===== config.mk =====
export PLATFORM = sky130hd
export DESIGN_NAME = adc_pin_interface
export DESIGN_NICKNAME = d
export VERILOG_FILES = /design/src/shared/adc_pins_pkg.sv /design/src/logic/sample_fifo.sv /design/src/logic/adc_pin_interface.sv
export VERILOG_INCLUDE_DIRS = /design/src /design/src/shared
export SDC_FILE = /design/constraint.sdc
export NUM_CORES = 1
export LEC_CHECK = 0
export BUFFER_PORTS_ARGS = -buffer_cell sky130_fd_sc_hd__buf_2
export CAP_MARGIN = 25
export CELL_PAD_IN_SITES_DETAIL_PLACEMENT = 1
export CELL_PAD_IN_SITES_GLOBAL_PLACEMENT = 1
export CORE_MARGIN = 2
export CORE_UTILIZATION = 57
export DETAILED_ROUTE_END_ITERATION = 10
export PLACE_DENSITY_LB_ADDON = 0.1
export SLEW_MARGIN = 25
export SYNTH_ARGS = -nofsm -noshare
export SYNTH_HDL_FRONTEND = slang
export SYNTH_SLANG_ARGS = --single-unit

===== constraint.sdc =====
create_clock -name clk_sys -period 5.7 [get_ports clk_sys]
set_input_delay 0.57 -clock clk_sys [delete_from_list [all_inputs] [get_ports clk_sys]]
set_output_delay 0.57 -clock clk_sys [all_outputs]
set_load 0.02 [all_outputs]

===== src/shared/adc_pins_defines.svh =====
// Named constants for the dual converter digital pin interface
`ifndef ADC_PINS_DEFINES_SVH
`define ADC_PINS_DEFINES_SVH

// Serial frame: 1 direction bit, 7 address bits, 24 data bits, MSB first
`define SP_CMD_LAST     5'h07
`define SP_FRAME_LAST   5'h1F
`define SP_CNT_W        5
`define SP_DATA_W       24
`define SP_FRAME_W      32
`define SP_ADDR_W       7

// Register addresses
`define REG_CFG         7'h00
`define REG_STAT        7'h01

// Configuration register reset value and bit positions
`define CFG_DEFAULT     24'h000000
`define CFG_PWR_DOWN    0
`define CFG_A_FALL_MID  1
`define CFG_B_FALL_MID  2
`define CFG_B_ON_A_CLK  3
`define CFG_SYNC_DIS    4
`define CFG_OVRA_SYNC   5
`define CFG_OVRB_SYNC   6
`define CFG_FOUR_WIRE   16

// Data path
`define SAMPLE_W        12
`define FIFO_W          26
`define FIFO_DEPTH      16
`define FIFO_LVL_W      5
`define WORD_OVR_A      24
`define WORD_OVR_B      25
`define STAT_PAD_W      17

// Output timing: four system cycles per forwarded clock period
`define PH_W            2
`define PH_START        2'h0
`define SYNC_CNT_W      4
`define SYNC_MARK       4'h0

`endif


===== src/shared/adc_pins_pkg.sv =====
// Types shared by the converter digital pin interface
package adc_pins_pkg;

  // Serial port frame sequencer
  typedef enum logic [1:0] {
    SP_IDLE  = 2'b00,  // Waiting for a select falling edge
    SP_CMD   = 2'b01,  // Shifting in direction and address
    SP_WRITE = 2'b10,  // Shifting in write data
    SP_READ  = 2'b11   // Shifting out read data
  } serial_state_e;

endpackage


===== src/logic/sample_fifo.sv =====
// Sample buffer between converter core and output buses
`timescale 1ns/10ps
`default_nettype none
`include "adc_pins_defines.svh"

module sample_fifo #(
  parameter int WIDTH = `FIFO_W,     // Word width
  parameter int DEPTH = `FIFO_DEPTH  // Word count, power of two
) (
  input  wire logic             clk_sys,    // System clock
  input  wire logic             rst,        // Synchronous reset, active high
  input  wire logic             clear,      // Flush all words
  input  wire logic             in_valid,   // Write request
  output logic                  in_ready,   // Room for one word
  input  wire logic [WIDTH-1:0] in_data,    // Write word
  output logic                  out_valid,  // A word is available
  input  wire logic             out_ready,  // Drain takes the word
  output logic [WIDTH-1:0]      out_data,   // Oldest word
  output logic [$clog2(DEPTH):0] level      // Words held
);

  localparam int AW = $clog2(DEPTH);
  localparam int LW = AW + 1;
  localparam logic [LW-1:0] FULL_LVL = LW'(DEPTH);

  logic [WIDTH-1:0] mem_ff [DEPTH];   // Storage array
  logic [AW-1:0]    wr_ptr_ff;        // Next write slot
  logic [AW-1:0]    rd_ptr_ff;        // Oldest slot
  logic [LW-1:0]    level_ff;         // Occupancy
  logic             in_ready_ff;      // Registered not-full
  logic             out_valid_ff;     // Registered not-empty

  wire logic          push = in_valid && in_ready_ff && !clear;   // Accepted write
  wire logic          pop  = out_ready && out_valid_ff && !clear; // Accepted read
  wire logic [LW-1:0] nxt_level = clear ? '0 : (level_ff + LW'(push) - LW'(pop));

  // Storage carries no reset; only the pointers, level and flags are control state
  always_ff @(posedge clk_sys) begin
    if (push) begin
      mem_ff[wr_ptr_ff] <= in_data;
    end
  end

  // Pointers and flags; flags come from the next level so ready is honest
  always_ff @(posedge clk_sys) begin
    if (rst || clear) begin
      wr_ptr_ff    <= '0;
      rd_ptr_ff    <= '0;
      level_ff     <= '0;
      in_ready_ff  <= 1'b0;
      out_valid_ff <= 1'b0;
    end else begin
      wr_ptr_ff    <= push ? AW'(wr_ptr_ff + 1'b1) : wr_ptr_ff;
      rd_ptr_ff    <= pop ? AW'(rd_ptr_ff + 1'b1) : rd_ptr_ff;
      level_ff     <= nxt_level;
      in_ready_ff  <= (nxt_level != FULL_LVL);
      out_valid_ff <= (nxt_level != '0);
    end
  end

  assign in_ready  = in_ready_ff;
  assign out_valid = out_valid_ff;
  assign out_data  = mem_ff[rd_ptr_ff];
  assign level     = level_ff;

endmodule
`default_nettype wire


===== src/logic/adc_pin_interface.sv =====
// Serial control port and DDR sample output stage of a dual converter
//
// What this block does
// - Serial reset low clears configuration, asynchronously.
// - Chip enable high; register bit also powers down.
// - Data pin two-way, input only in four-wire.
// - Separate data output driven only in four-wire.
// - Each channel drives 12-bit sample, MSB bit 11.
// - Own forwarded clock; rising or falling edge centered.
// - Option: channel B timed by channel A clock.
// - Sync output for alignment, disable bit available.
// - Overrange high above full scale, or sync.
// - Sync input rising edge restarts dividers, logic, sync out.
`timescale 1ns/10ps
`default_nettype none
`include "adc_pins_defines.svh"

module adc_pin_interface (
  input  wire logic                 clk_sys,             // System clock, 20 MHz
  input  wire logic                 rst,                 // Synchronous reset, active high
  input  wire logic                 serial_port_reset_n, // Register reset pin, active low
  input  wire logic                 chip_enable,         // Chip enable pin, active high
  input  wire logic                 serial_clock,        // Serial clock pin
  input  wire logic                 serial_select_n,     // Serial select pin, active low
  input  wire logic                 serial_dio_in,       // Two-way data pin, input side
  output logic                      serial_dio_out,      // Two-way data pin, output side
  output logic                      serial_dio_oe,       // Two-way data pin, drive enable
  output logic                      serial_data_out,     // Separate data output pin
  output logic                      serial_data_out_oe,  // Separate output drive enable
  input  wire logic                 sync_in_pair,        // Sync input pin
  input  wire logic [`SAMPLE_W-1:0] core_sample_a,       // Channel A sample from core
  input  wire logic [`SAMPLE_W-1:0] core_sample_b,       // Channel B sample from core
  input  wire logic                 core_over_a,         // Channel A above full scale
  input  wire logic                 core_over_b,         // Channel B above full scale
  input  wire logic                 core_valid,          // Core offers a sample pair
  output logic                      core_ready,          // Buffer accepts a sample pair
  output logic [`SAMPLE_W-1:0]      chan_a_sample_bus,   // Channel A output bus
  output logic [`SAMPLE_W-1:0]      chan_b_sample_bus,   // Channel B output bus
  output logic                      chan_a_fwd_clock,    // Channel A forwarded clock
  output logic                      chan_b_fwd_clock,    // Channel B forwarded clock
  output logic                      sync_out_pair,       // Sync output
  output logic                      chan_a_overrange,    // Channel A overrange output
  output logic                      chan_b_overrange,    // Channel B overrange output
  output logic                      core_sync_reset,     // Pulse restarting core dividers
  output logic                      powered_down         // Block is powered down
);

  // Pin synchronisers: stage one is read only by stage two
  logic [4:0] pin_s1_ff;   // First stage
  logic [4:0] pin_s2_ff;   // Second stage
  logic [4:0] pin_s3_ff;   // Delayed copy for edge detection

  always_ff @(posedge clk_sys) begin
    if (rst) begin
      pin_s1_ff <= 5'h02;
      pin_s2_ff <= 5'h02;
      pin_s3_ff <= 5'h02;
    end else begin
      pin_s1_ff <= {sync_in_pair, chip_enable, serial_dio_in, serial_select_n, serial_clock};
      pin_s2_ff <= pin_s1_ff;
      pin_s3_ff <= pin_s2_ff;
    end
  end

  wire logic sclk_rise = pin_s2_ff[0] && !pin_s3_ff[0];   // Host clock rose
  wire logic sel_n     = pin_s2_ff[1];                    // Select, active low
  wire logic sel_fall  = !pin_s2_ff[1] && pin_s3_ff[1];   // Frame opens
  wire logic din       = pin_s2_ff[2];                    // Serial input bit
  wire logic enable_s  = pin_s3_ff[3];                    // Chip enable level
  wire logic sync_rise = pin_s2_ff[4] && !pin_s3_ff[4];   // Sync seen high after low

  // Serial frame state
  adc_pins_pkg::serial_state_e state_ff;       // Sequencer state
  adc_pins_pkg::serial_state_e nxt_state;      // Next sequencer state
  logic [`SP_CNT_W-1:0]        bit_cnt_ff;     // Host clock rises in frame
  logic [`SP_FRAME_W-1:0]      in_shift_ff;    // Incoming bits
  logic [`SP_DATA_W-1:0]       rd_shift_ff;    // Outgoing read data
  logic [`SP_ADDR_W-1:0]       addr_ff;        // Addressed register
  logic [`SP_DATA_W-1:0]       cfg_ff;         // Configuration register

  wire logic                  last_cmd_bit = sclk_rise && (bit_cnt_ff == `SP_CMD_LAST);
  wire logic                  last_bit     = sclk_rise && (bit_cnt_ff == `SP_FRAME_LAST);
  wire logic [`SP_ADDR_W-1:0] cmd_addr     = {in_shift_ff[5:0], din};
  wire logic                  cmd_read     = in_shift_ff[6];
  wire logic [`SP_DATA_W-1:0] wr_word      = {in_shift_ff[`SP_DATA_W-2:0], din};
  wire logic                  cfg_write    = (state_ff == adc_pins_pkg::SP_WRITE) && last_bit
                                             && (addr_ff == `REG_CFG);
  wire logic                  four_wire    = cfg_ff[`CFG_FOUR_WIRE];

  // Status word: buffer level, sync running, powered down
  logic [`FIFO_LVL_W-1:0] fifo_level;   // Words in buffer
  logic                   sync_run_ff;  // Sync output started
  logic                   pd_ff;        // Registered power-down
  wire logic [`SP_DATA_W-1:0] stat_word = {{`STAT_PAD_W{1'b0}}, fifo_level, sync_run_ff, pd_ff};
  wire logic [`SP_DATA_W-1:0] rd_word   = (cmd_addr == `REG_CFG)  ? cfg_ff :
                                          (cmd_addr == `REG_STAT) ? stat_word : '0;

  // Sequencer next state; dropping select aborts any frame
  always_comb begin
    nxt_state = state_ff;
    if (sel_n) begin
      nxt_state = adc_pins_pkg::SP_IDLE;
    end else begin
      case (state_ff)
        adc_pins_pkg::SP_IDLE: begin
          if (sel_fall) begin
            nxt_state = adc_pins_pkg::SP_CMD;
          end
        end
        adc_pins_pkg::SP_CMD: begin
          if (last_cmd_bit) begin
            nxt_state = cmd_read ? adc_pins_pkg::SP_READ : adc_pins_pkg::SP_WRITE;
          end
        end
        adc_pins_pkg::SP_WRITE: begin
          if (last_bit) begin
            nxt_state = adc_pins_pkg::SP_IDLE;
          end
        end
        adc_pins_pkg::SP_READ: begin
          nxt_state = adc_pins_pkg::SP_READ;
        end
        default: begin
          nxt_state = adc_pins_pkg::SP_IDLE;
        end
      endcase
    end
  end

  // Frame shifting; a read bit moves on only after the host rise that took it,
  // so the first bit survives the fall that follows the last command bit
  always_ff @(posedge clk_sys) begin
    if (rst) begin
      state_ff    <= adc_pins_pkg::SP_IDLE;
      bit_cnt_ff  <= '0;
      in_shift_ff <= '0;
      rd_shift_ff <= '0;
      addr_ff     <= '0;
    end else begin
      state_ff    <= nxt_state;
      bit_cnt_ff  <= (state_ff == adc_pins_pkg::SP_IDLE) ? '0 :
                     (sclk_rise ? `SP_CNT_W'(bit_cnt_ff + 1'b1) : bit_cnt_ff);
      in_shift_ff <= sclk_rise ? {in_shift_ff[`SP_FRAME_W-2:0], din} : in_shift_ff;
      if ((state_ff == adc_pins_pkg::SP_CMD) && last_cmd_bit) begin
        addr_ff     <= cmd_addr;
        rd_shift_ff <= rd_word;
      end else if ((state_ff == adc_pins_pkg::SP_READ) && sclk_rise) begin
        rd_shift_ff <= {rd_shift_ff[`SP_DATA_W-2:0], 1'b0};
      end
    end
  end

  // Configuration register; the reset pin clears it with no clock edge
  always_ff @(posedge clk_sys or negedge serial_port_reset_n) begin
    if (!serial_port_reset_n) begin
      cfg_ff <= `CFG_DEFAULT;
    end else if (rst) begin
      cfg_ff <= `CFG_DEFAULT;
    end else if (cfg_write) begin
      cfg_ff <= wr_word;
    end
  end

  // Serial pin drivers; three-wire turns the data pin round, four-wire does not
  wire logic reading     = (state_ff == adc_pins_pkg::SP_READ) && !sel_n;
  logic      dio_out_ff;   // Two-way pin level
  logic      dio_oe_ff;    // Two-way pin enable
  logic      sdo_out_ff;   // Separate output level
  logic      sdo_oe_ff;    // Separate output enable

  always_ff @(posedge clk_sys) begin
    if (rst) begin
      dio_out_ff <= 1'b0;
      dio_oe_ff  <= 1'b0;
      sdo_out_ff <= 1'b0;
      sdo_oe_ff  <= 1'b0;
    end else begin
      dio_out_ff <= rd_shift_ff[`SP_DATA_W-1];
      dio_oe_ff  <= reading && !four_wire;
      sdo_out_ff <= four_wire && rd_shift_ff[`SP_DATA_W-1];
      sdo_oe_ff  <= reading && four_wire;
    end
  end

  // Power-down from the pin or the register bit
  wire logic nxt_pd = !enable_s || cfg_ff[`CFG_PWR_DOWN];

  // Sample buffer; a stalled drain pushes back on the core
  logic [`FIFO_W-1:0] fifo_word;   // Oldest sample pair
  logic               fifo_valid;  // Buffer holds a pair
  logic               fifo_ready;  // Buffer has room
  logic [`PH_W-1:0]   phase_ff;    // Output clock divider phase
  wire logic [`PH_W-1:0] nxt_phase = sync_rise ? `PH_START : `PH_W'(phase_ff + 1'b1);
  wire logic             win_start = !nxt_phase[0] && !pd_ff;   // New data window begins
  wire logic             take      = win_start && fifo_valid;

  sample_fifo #(
    .WIDTH (`FIFO_W),
    .DEPTH (`FIFO_DEPTH)
  ) u_fifo (
    .clk_sys   (clk_sys),
    .rst       (rst),
    .clear     (sync_rise),
    .in_valid  (core_valid),
    .in_ready  (fifo_ready),
    .in_data   ({core_over_b, core_over_a, core_sample_b, core_sample_a}),
    .out_valid (fifo_valid),
    .out_ready (take),
    .out_data  (fifo_word),
    .level     (fifo_level)
  );

  // Clock level per phase: an edge sits mid-window, the polarity picks which
  function automatic logic fwd_level(input logic [`PH_W-1:0] ph, input logic fall_mid);
    fwd_level = (ph[0] ^ ph[1]) ^ fall_mid;
  endfunction

  // Sync marker: one window in every sixteen once started
  logic [`SYNC_CNT_W-1:0] sync_cnt_ff;   // Window counter
  wire logic mark      = sync_run_ff && (sync_cnt_ff == `SYNC_MARK);
  wire logic sync_next = mark && !cfg_ff[`CFG_SYNC_DIS];

  // Output registers; everything on the buses leaves a flop
  logic [`SAMPLE_W-1:0] bus_a_ff;      // Channel A bus
  logic [`SAMPLE_W-1:0] bus_b_ff;      // Channel B bus
  logic                 clk_a_ff;      // Channel A clock
  logic                 clk_b_ff;      // Channel B clock
  logic                 sync_out_ff;   // Sync output
  logic                 ovr_a_ff;      // Channel A overrange
  logic                 ovr_b_ff;      // Channel B overrange
  logic                 core_rst_ff;   // Core restart pulse

  // Divider, sync counter and power state
  always_ff @(posedge clk_sys) begin
    if (rst) begin
      phase_ff    <= `PH_START;
      sync_run_ff <= 1'b0;
      sync_cnt_ff <= `SYNC_MARK;
      pd_ff       <= 1'b1;
      core_rst_ff <= 1'b0;
    end else begin
      phase_ff    <= nxt_phase;
      pd_ff       <= nxt_pd;
      core_rst_ff <= sync_rise;
      if (sync_rise) begin
        sync_run_ff <= 1'b1;
        sync_cnt_ff <= `SYNC_MARK;
      end else if (win_start) begin
        sync_cnt_ff <= `SYNC_CNT_W'(sync_cnt_ff + 1'b1);
      end
    end
  end

  // Bus drivers; in power-down every output rests low
  always_ff @(posedge clk_sys) begin
    if (rst || pd_ff) begin
      bus_a_ff    <= '0;
      bus_b_ff    <= '0;
      clk_a_ff    <= 1'b0;
      clk_b_ff    <= 1'b0;
      sync_out_ff <= 1'b0;
      ovr_a_ff    <= 1'b0;
      ovr_b_ff    <= 1'b0;
    end else begin
      clk_a_ff <= fwd_level(nxt_phase, cfg_ff[`CFG_A_FALL_MID]);
      // Shared-clock option parks the B clock; B then follows A timing
      clk_b_ff <= cfg_ff[`CFG_B_ON_A_CLK] ? 1'b0 :
                  fwd_level(nxt_phase, cfg_ff[`CFG_B_FALL_MID]);
      if (win_start) begin
        if (take) begin
          bus_a_ff <= fifo_word[`SAMPLE_W-1:0];
          bus_b_ff <= fifo_word[2*`SAMPLE_W-1:`SAMPLE_W];
        end
        sync_out_ff <= sync_next;
        ovr_a_ff    <= cfg_ff[`CFG_OVRA_SYNC] ? sync_next :
                       (take && fifo_word[`WORD_OVR_A]);
        ovr_b_ff    <= cfg_ff[`CFG_OVRB_SYNC] ? sync_next :
                       (take && fifo_word[`WORD_OVR_B]);
      end
    end
  end

  assign serial_dio_out     = dio_out_ff;
  assign serial_dio_oe      = dio_oe_ff;
  assign serial_data_out    = sdo_out_ff;
  assign serial_data_out_oe = sdo_oe_ff;
  assign core_ready         = fifo_ready;
  assign chan_a_sample_bus  = bus_a_ff;
  assign chan_b_sample_bus  = bus_b_ff;
  assign chan_a_fwd_clock   = clk_a_ff;
  assign chan_b_fwd_clock   = clk_b_ff;
  assign sync_out_pair      = sync_out_ff;
  assign chan_a_overrange   = ovr_a_ff;
  assign chan_b_overrange   = ovr_b_ff;
  assign core_sync_reset    = core_rst_ff;
  assign powered_down       = pd_ff;

endmodule
`default_nettype wire


==> impl_metrics.yaml, run 1 <==
placed_design:
  place_ws_ns: 2.50
  port_buffers: 70
  place_hpwl_mm: 31.1
  gp_congestion: 0.765
worst_hold_path:
  hp-start: "serial_select_n"
  hold_path_class: "in -> reg"
sta:
  worst_slack_ns: 2.53
  whs_ns: 0.153
  fin_crit_sh_pct: 55.5
  tns_ns: 0
  relSlewSlack_pct: 25.0
  fmax_mhz: 316
  tightestPinTransition_ns: 1.12
  finalHoldViolCount: 0
  rsz0062_at_grt: "no"
  slew_viol_final: 0
  period_minus_slack_ns: 3.17
  setup_viol: 0
  clock-skew-final_ns: 0.0184
pwr:
  powerDensity_mw_per_mm2: 344
  p_leak_uw: 0.00842
  ir_drop_mv: 0.304
floorplan:
  dieArea_mm2: 0.0399
  die_y_um: 200
  start_util_pct: 57.9
  io_pins: 71
  core_mm2: 0.0377
  rows: 71
  die_w_um: 200
grt:
  grt_max_degree: 59
  gr-usage-met1_pct: 38.0
  top_usage_layer: "met2"
  overflow: 0
  met3_usage_pct: 5.64
  grtUsageMet2_pct: 44.5
  grt_pass1_wl_mm: 79.7
  antenna_found_initial: 1
  grt_pass1_vias: 12824
  grt_usage_pct: 27.4
worst_setup_path:
  cp.required_ns: 5.96
  reg2reg_from: "pin_s3_ff[4]"
  cp-startpoint: "pin_s3_ff[4]"
  cp_max_fo: 17
  start_kind: "flop"
  crit_type: "reg -> reg"
  crit_arrival_ns: 3.42
  endpoint_kind: "flop"
clocking:
  cts_tree: "done"
  cts.sinks: 576
  ctsResizeCount: 0
  htreeDepth: 2
  max-clock-path-buffers: 3
  clock_latency_ns: 0.61
  cts_buffers: 57
  post_cts_buffers: 0
  cts-root-buf: "clkbuf_16"
  path_clk_slew_ns: 0.06
route:
  final_antenna_net_count: 0
  drc_errors: 0
  first_pass_iters: 5
  routedWlPerCell_um: 26.9
  routed-via-count: 12102
  routed_wl_mm: 52.7
  via_per_inst: 6.16
  drtIter0Drc: 896
yosys:
  syn_inst: 1323
  synth_top_cell_area_share_pct: 57.2
  ys_types: 58
  ys_ff_latch: 576
  ys.warnings.count: 0
  synth.avg_cell_area_um2: 16.5
  synth_edf_count: 416
  yosysSeqAreaShare_pct: 72.5
  synth_area_mm2: 0.0218
  syn_nets: 1372
  yosys.cell_count.top_type: "edfxtp_1"
  yosysTopAreaCell: "edfxtp_1"
  synth_top_flop_cell: "edfxtp_1"
  async_reset_ff_share_pct: 4.17
  synthTopCellsByCount: "416 x edfxtp_1, 155 x nand2_1, 136 x dfxtp_1, 101 x mux4_2, 87 x a21oi_1"
  yosys-top-cells-area: "edfxtp_1 57%, dfxtp_1 12%, mux4_2 10%"
finish:
  fillerInstances: 3271
  drive_above_1_share_pct: 21.8
  fin_nets: 1452
  area_delta_synth_final_pct: 13.8
outcome:
  status: "finished clean"
flow_run:
  drv_cap: 0
-- where the power goes --
| group | switching (uW) | internal [uW] | leakage [uW] |
|---|---|---|---|
| Sequential | 38.1 | 4550 | 0.00518 |
| Combinational | 194 | 98.0 | 0.00233 |
| Clock | 1570 | 2110 | 0.000901 |
-- layout make-up --
class	count	area (um^2)	share of cell area, %
Sequential cell	576	15800	63.7
Multi-Input combinational cell	655	5710	23.0
Inverter	17	63.8	0.257
Timing Repair Buffer	96	771	3.10
Clock inverter	33	264	1.06
Tap cell	511	639	2.57
Clock buffer	75	1570	6.31
Antenna cell	1	2.50	0.0101
-- what timing repair did --
| item | in CTS | in global routing |
|---|---|---|
| setup endpoints to repair | 0 | 0 |
| hold buffers | 1 | 0 |
| endpoints found under the hold margin | 24 | 0 |
-- worst max-delay path: stages, from the launching register on --
cell and delay, ns:
dfxtp_1 0.34, nand2b_1 0.55, and2_1 0.37, nand2_1 0.29, nor3_2 0.76, buf_4 0.48
-- cells by family after synthesis --
kind of cell	after synthesis	synth area share, %
AOI/OAI and AO/OA	207	6.56
xor gates and xnor gates	21	0.843
adders and majority gates	14	0.837
buffers and inverters	92	2.08
DFF	576	72.5
muxes	117	11.2
and+or+nand+nor	296	6.06
-- per-layer routing --
layer	part of all wire [%]	vias to the layer above
met4	2.1	0
met1	43	6386
met5	0	-
met2	49	361
met3	6.0	84
li1	-	5271
-- sequential cells by signal, summed over array words and instances (netlist names), 5 cells and up, named ones only --
name               flops
chan_b_sample_bus     12
in_shift_ff           23
addr_ff                7
pin_s1_ff              5
chan_a_sample_bus     12
cfg_ff                24
u_fifo.mem_ff        416
bit_cnt_ff             5
pin_s2_ff              5
rd_shift_ff           24
u_fifo.level           5
-- cell usage in the layout (no fill, tap or decap), types with 16 or more instances in the layout --
cell type,synthesis,routed
a21oi_1,87,86
a22o_1,39,39
buf_2,20,70
clkbuf_16,0,59
dfrtp_1,24,24
dfxtp_1,136,133
edfxtp_1,416,416
mux4_2,101,101
nand2_1,155,155
nor2_1,59,47
nor2b_1,17,16
-- per-stage QoR --
step / std cells / util [%] / area [um^2] / power, uW
2_1_floorplan: 1323 / - / 21800 / 4830
3_3_place_gp: 1842 / 60.2 / 22700 / 4950
3_5_place_dp: 1848 / 60.6 / 22800 / 4970
4_1_cts: 1957 / 65.5 / 24700 / 8600
5_1_grt: 1963 / 65.9 / 24800 / 8810
6_report: 1964 / 65.9 / 24800 / 8560
-- path summary, 6_finish.rpt --
| check | cells after the start | slack [ns] | end |
|---|---|---|---|
| worst min register to register | 1 | 0.41 | powered_down |
| worst max-delay path | 5 | 2.53 | u_fifo.mem_ff[2][12] |
| worst max register to register | 5 | 2.53 | u_fifo.mem_ff[2][12] |
| worst min-delay path | 2 | 0.15 | pin_s1_ff[1] |
| min in group asynchronous | 2 | 0.50 | cfg_ff[2] |
| max in group asynchronous | 2 | 4.80 | cfg_ff[18] |
Note: power is estimated with default switching activity, not from simulation.
==> inputs of run 2 (changes only) <==
Settings changed: CORE_UTILIZATION 57 to 53.
Clock period 5.7 ns to 3.2 ns, I/O delays scaled along.
==> run 2 against run 1 <==
Worst hold slack worse by 0.075 ns. Sequential cell count unchanged. Combinational power up 75%. Final cell count up 2.1%. Power up 79%. Non-clock buffer count up 23. Clock power up 80%. Critical path depth up 4. Sequential power up 78%. Cell area up 0.68%. Critical path type unchanged. Largest cell class unchanged.
==> impl_metrics.yaml, run 2 (synthesis gave the netlist of run 1 again) <==
clocking:
  holdBufCountCts: 6
  cts.sinks: 576
  cts_buffers: 57
  post_cts_buffers: 0
  path_clk_slew_ns: 0.06
  cts-root-buf: "clkbuf_16"
  max-clock-path-buffers: 3
  cts_tree: "done"
  clock_latency_ns: 0.62
  htreeDepth: 2
  ctsResizeCount: 0
grt:
  grt_max_degree: 58
  grt_pass1_vias: 12673
  grt_usage_pct: 24.8
  antenna_found_initial: 2
  overflow: 0
  grt_pass1_wl_mm: 77.6
finish:
  final_common_cell: "edfxtp_1"
  final_cells: 2005
  final_cell_mix: "416 x edfxtp_1, 155 x nand2_1, 133 x dfxtp_1"
  area_delta_synth_final_pct: 14.6
  design_area_mm2: 0.0250
  fin_nets: 1475
  reg.largest.list: "u_fifo.mem_ff (416), cfg_ff (24), rd_shift_ff (24)"
  fillerInstances: 3676
  largest_reg_flops: 416
  drive_above_1_share_pct: 22.6
  top_register: "u_fifo.mem_ff"
worst_setup_path:
  start_kind: "flop"
  r2r-end: "u_fifo.out_valid"
  critPathBufInv: 0
  path_delay_family: "adder cells"
  path_cells: "nand2b_1, and3_1, xor2_1, ha_1, fa_1, a21o_1, a21oi_1, xor2_1, a31oi_1"
  cp.required_ns: 3.64
  crit_arrival_ns: 2.91
  rrSetupSlack_ns: 0.73
  reg2reg_from: "pin_s3_ff[4]"
  critPathMostFrequentCell: "xor2_1"
  cp_slowest_cell: "fa_1"
  endpoint_kind: "flop"
  crit_type: "reg -> reg"
  cp_max_fo: 6
  cp_slowest_stage_delay_ns: 0.43
  reg2reg_depth: 9
sta:
  tns_ns: 0
  worst_slack_ns: 0.731
  fin_crit_sh_pct: 77.2
  tightestPinTransition_ns: 0.914
  rsz0062_at_grt: "no"
  clock-skew-final_ns: 0.0271
  period_minus_slack_ns: 2.47
  relSlewSlack_pct: 38.9
  finalHoldViolCount: 0
  slew_viol_final: 0
  fmax_mhz: 405
  setup_viol: 0
floorplan:
  die_w_um: 207
  core_mm2: 0.0407
  rows: 74
  dieArea_mm2: 0.0428
  die_y_um: 207
  io_pins: 71
  start_util_pct: 53.6
placed_design:
  port_buffers: 70
  place_ws_ns: 0.751
  dpl-instance-area_mm2: 0.0231
  gp_congestion: 0.753
  place_hpwl_mm: 29.9
  dp.cells: 1892
pwr:
  powerDensity_mw_per_mm2: 612
  p_leak_uw: 0.00850
  ir_drop_mv: 0.405
  p_total_uw: 15300
route:
  drc_errors: 0
  routed-via-count: 11853
  via_per_inst: 5.91
  final_antenna_net_count: 0
  routedWlPerCell_um: 25.4
  first_pass_iters: 5
  drtIter0Drc: 968
  routed_wl_mm: 50.9
outcome:
  status: "finished clean"
flow_run:
  drv_cap: 0
worst_hold_path:
  min_path_cells: 1
  min_to: "u_fifo.mem_ff[13][10]"
  hold_path_class: "in -> reg"
  hp-start: "core_sample_a[10]"
run 2: changes by cell type in the layout (fill, tap and decap cells not counted), sizes merged:
cell,delta
clkbuf,+1
clkinvlp,-2
bufinv,+2
inv,-1
buf,+18
clkinv,-3
dlygate4sd3,+5
run 2: metal layers:
layer / global-route usage, % / share of wire [%]
met2: 41.8 / 51
met3: 3.70 / 4.6
met5: 0 / 0.031
met1: 33.4 / 42
met4: 8.61 / 2.7
run 2: metrics by stage:
step / util (%) / hold slack, ns
after CTS: 61.4 / 0.0391
final: 61.4 / 0.0775
after global routing: 61.4 / 0.0731
after global placement: 56.7 / 0.352
after detailed placement: 56.7 / 0.357
after floorplan: - / 0.0244
run 2: report_power, final:
group	total, uW	internal, uW	switching (uW)	leakage (uW)
Sequential	8170	8110	60.4	0.00518
Combinational	510	181	329	0.00239
Clock	6620	3890	2730	0.000919
run 2: worst max-delay path by stage:
stage / from / to / slack (ns) / depth (start not counted)
global route: powered_down / u_fifo.out_valid / 0.58 / 9
finish: pin_s3_ff[4] / u_fifo.out_valid / 0.73 / 9
global placement: core_valid / u_fifo.out_valid / 0.78 / 9
CTS: pin_s3_ff[4] / u_fifo.out_valid / 0.72 / 9
detailed placement: core_valid / u_fifo.out_valid / 0.75 / 9
floorplan: pin_s3_ff[4] / u_fifo.mem_ff[15][0] / 0.53 / 4
run 2: final cells by class:
| class | count | area, um^2 | area share, % |
|---|---|---|---|
| sequential | 576 | 15800 | 63.3 |
| multi-input combinational | 655 | 5720 | 22.9 |
| clock buffer | 76 | 1560 | 6.23 |
| timing repair buffer | 119 | 875 | 3.50 |
| tap | 532 | 666 | 2.66 |
| clock inverter | 29 | 297 | 1.19 |
| inverter | 17 | 63.8 | 0.255 |
| antenna | 1 | 2.50 | 0.0100 |
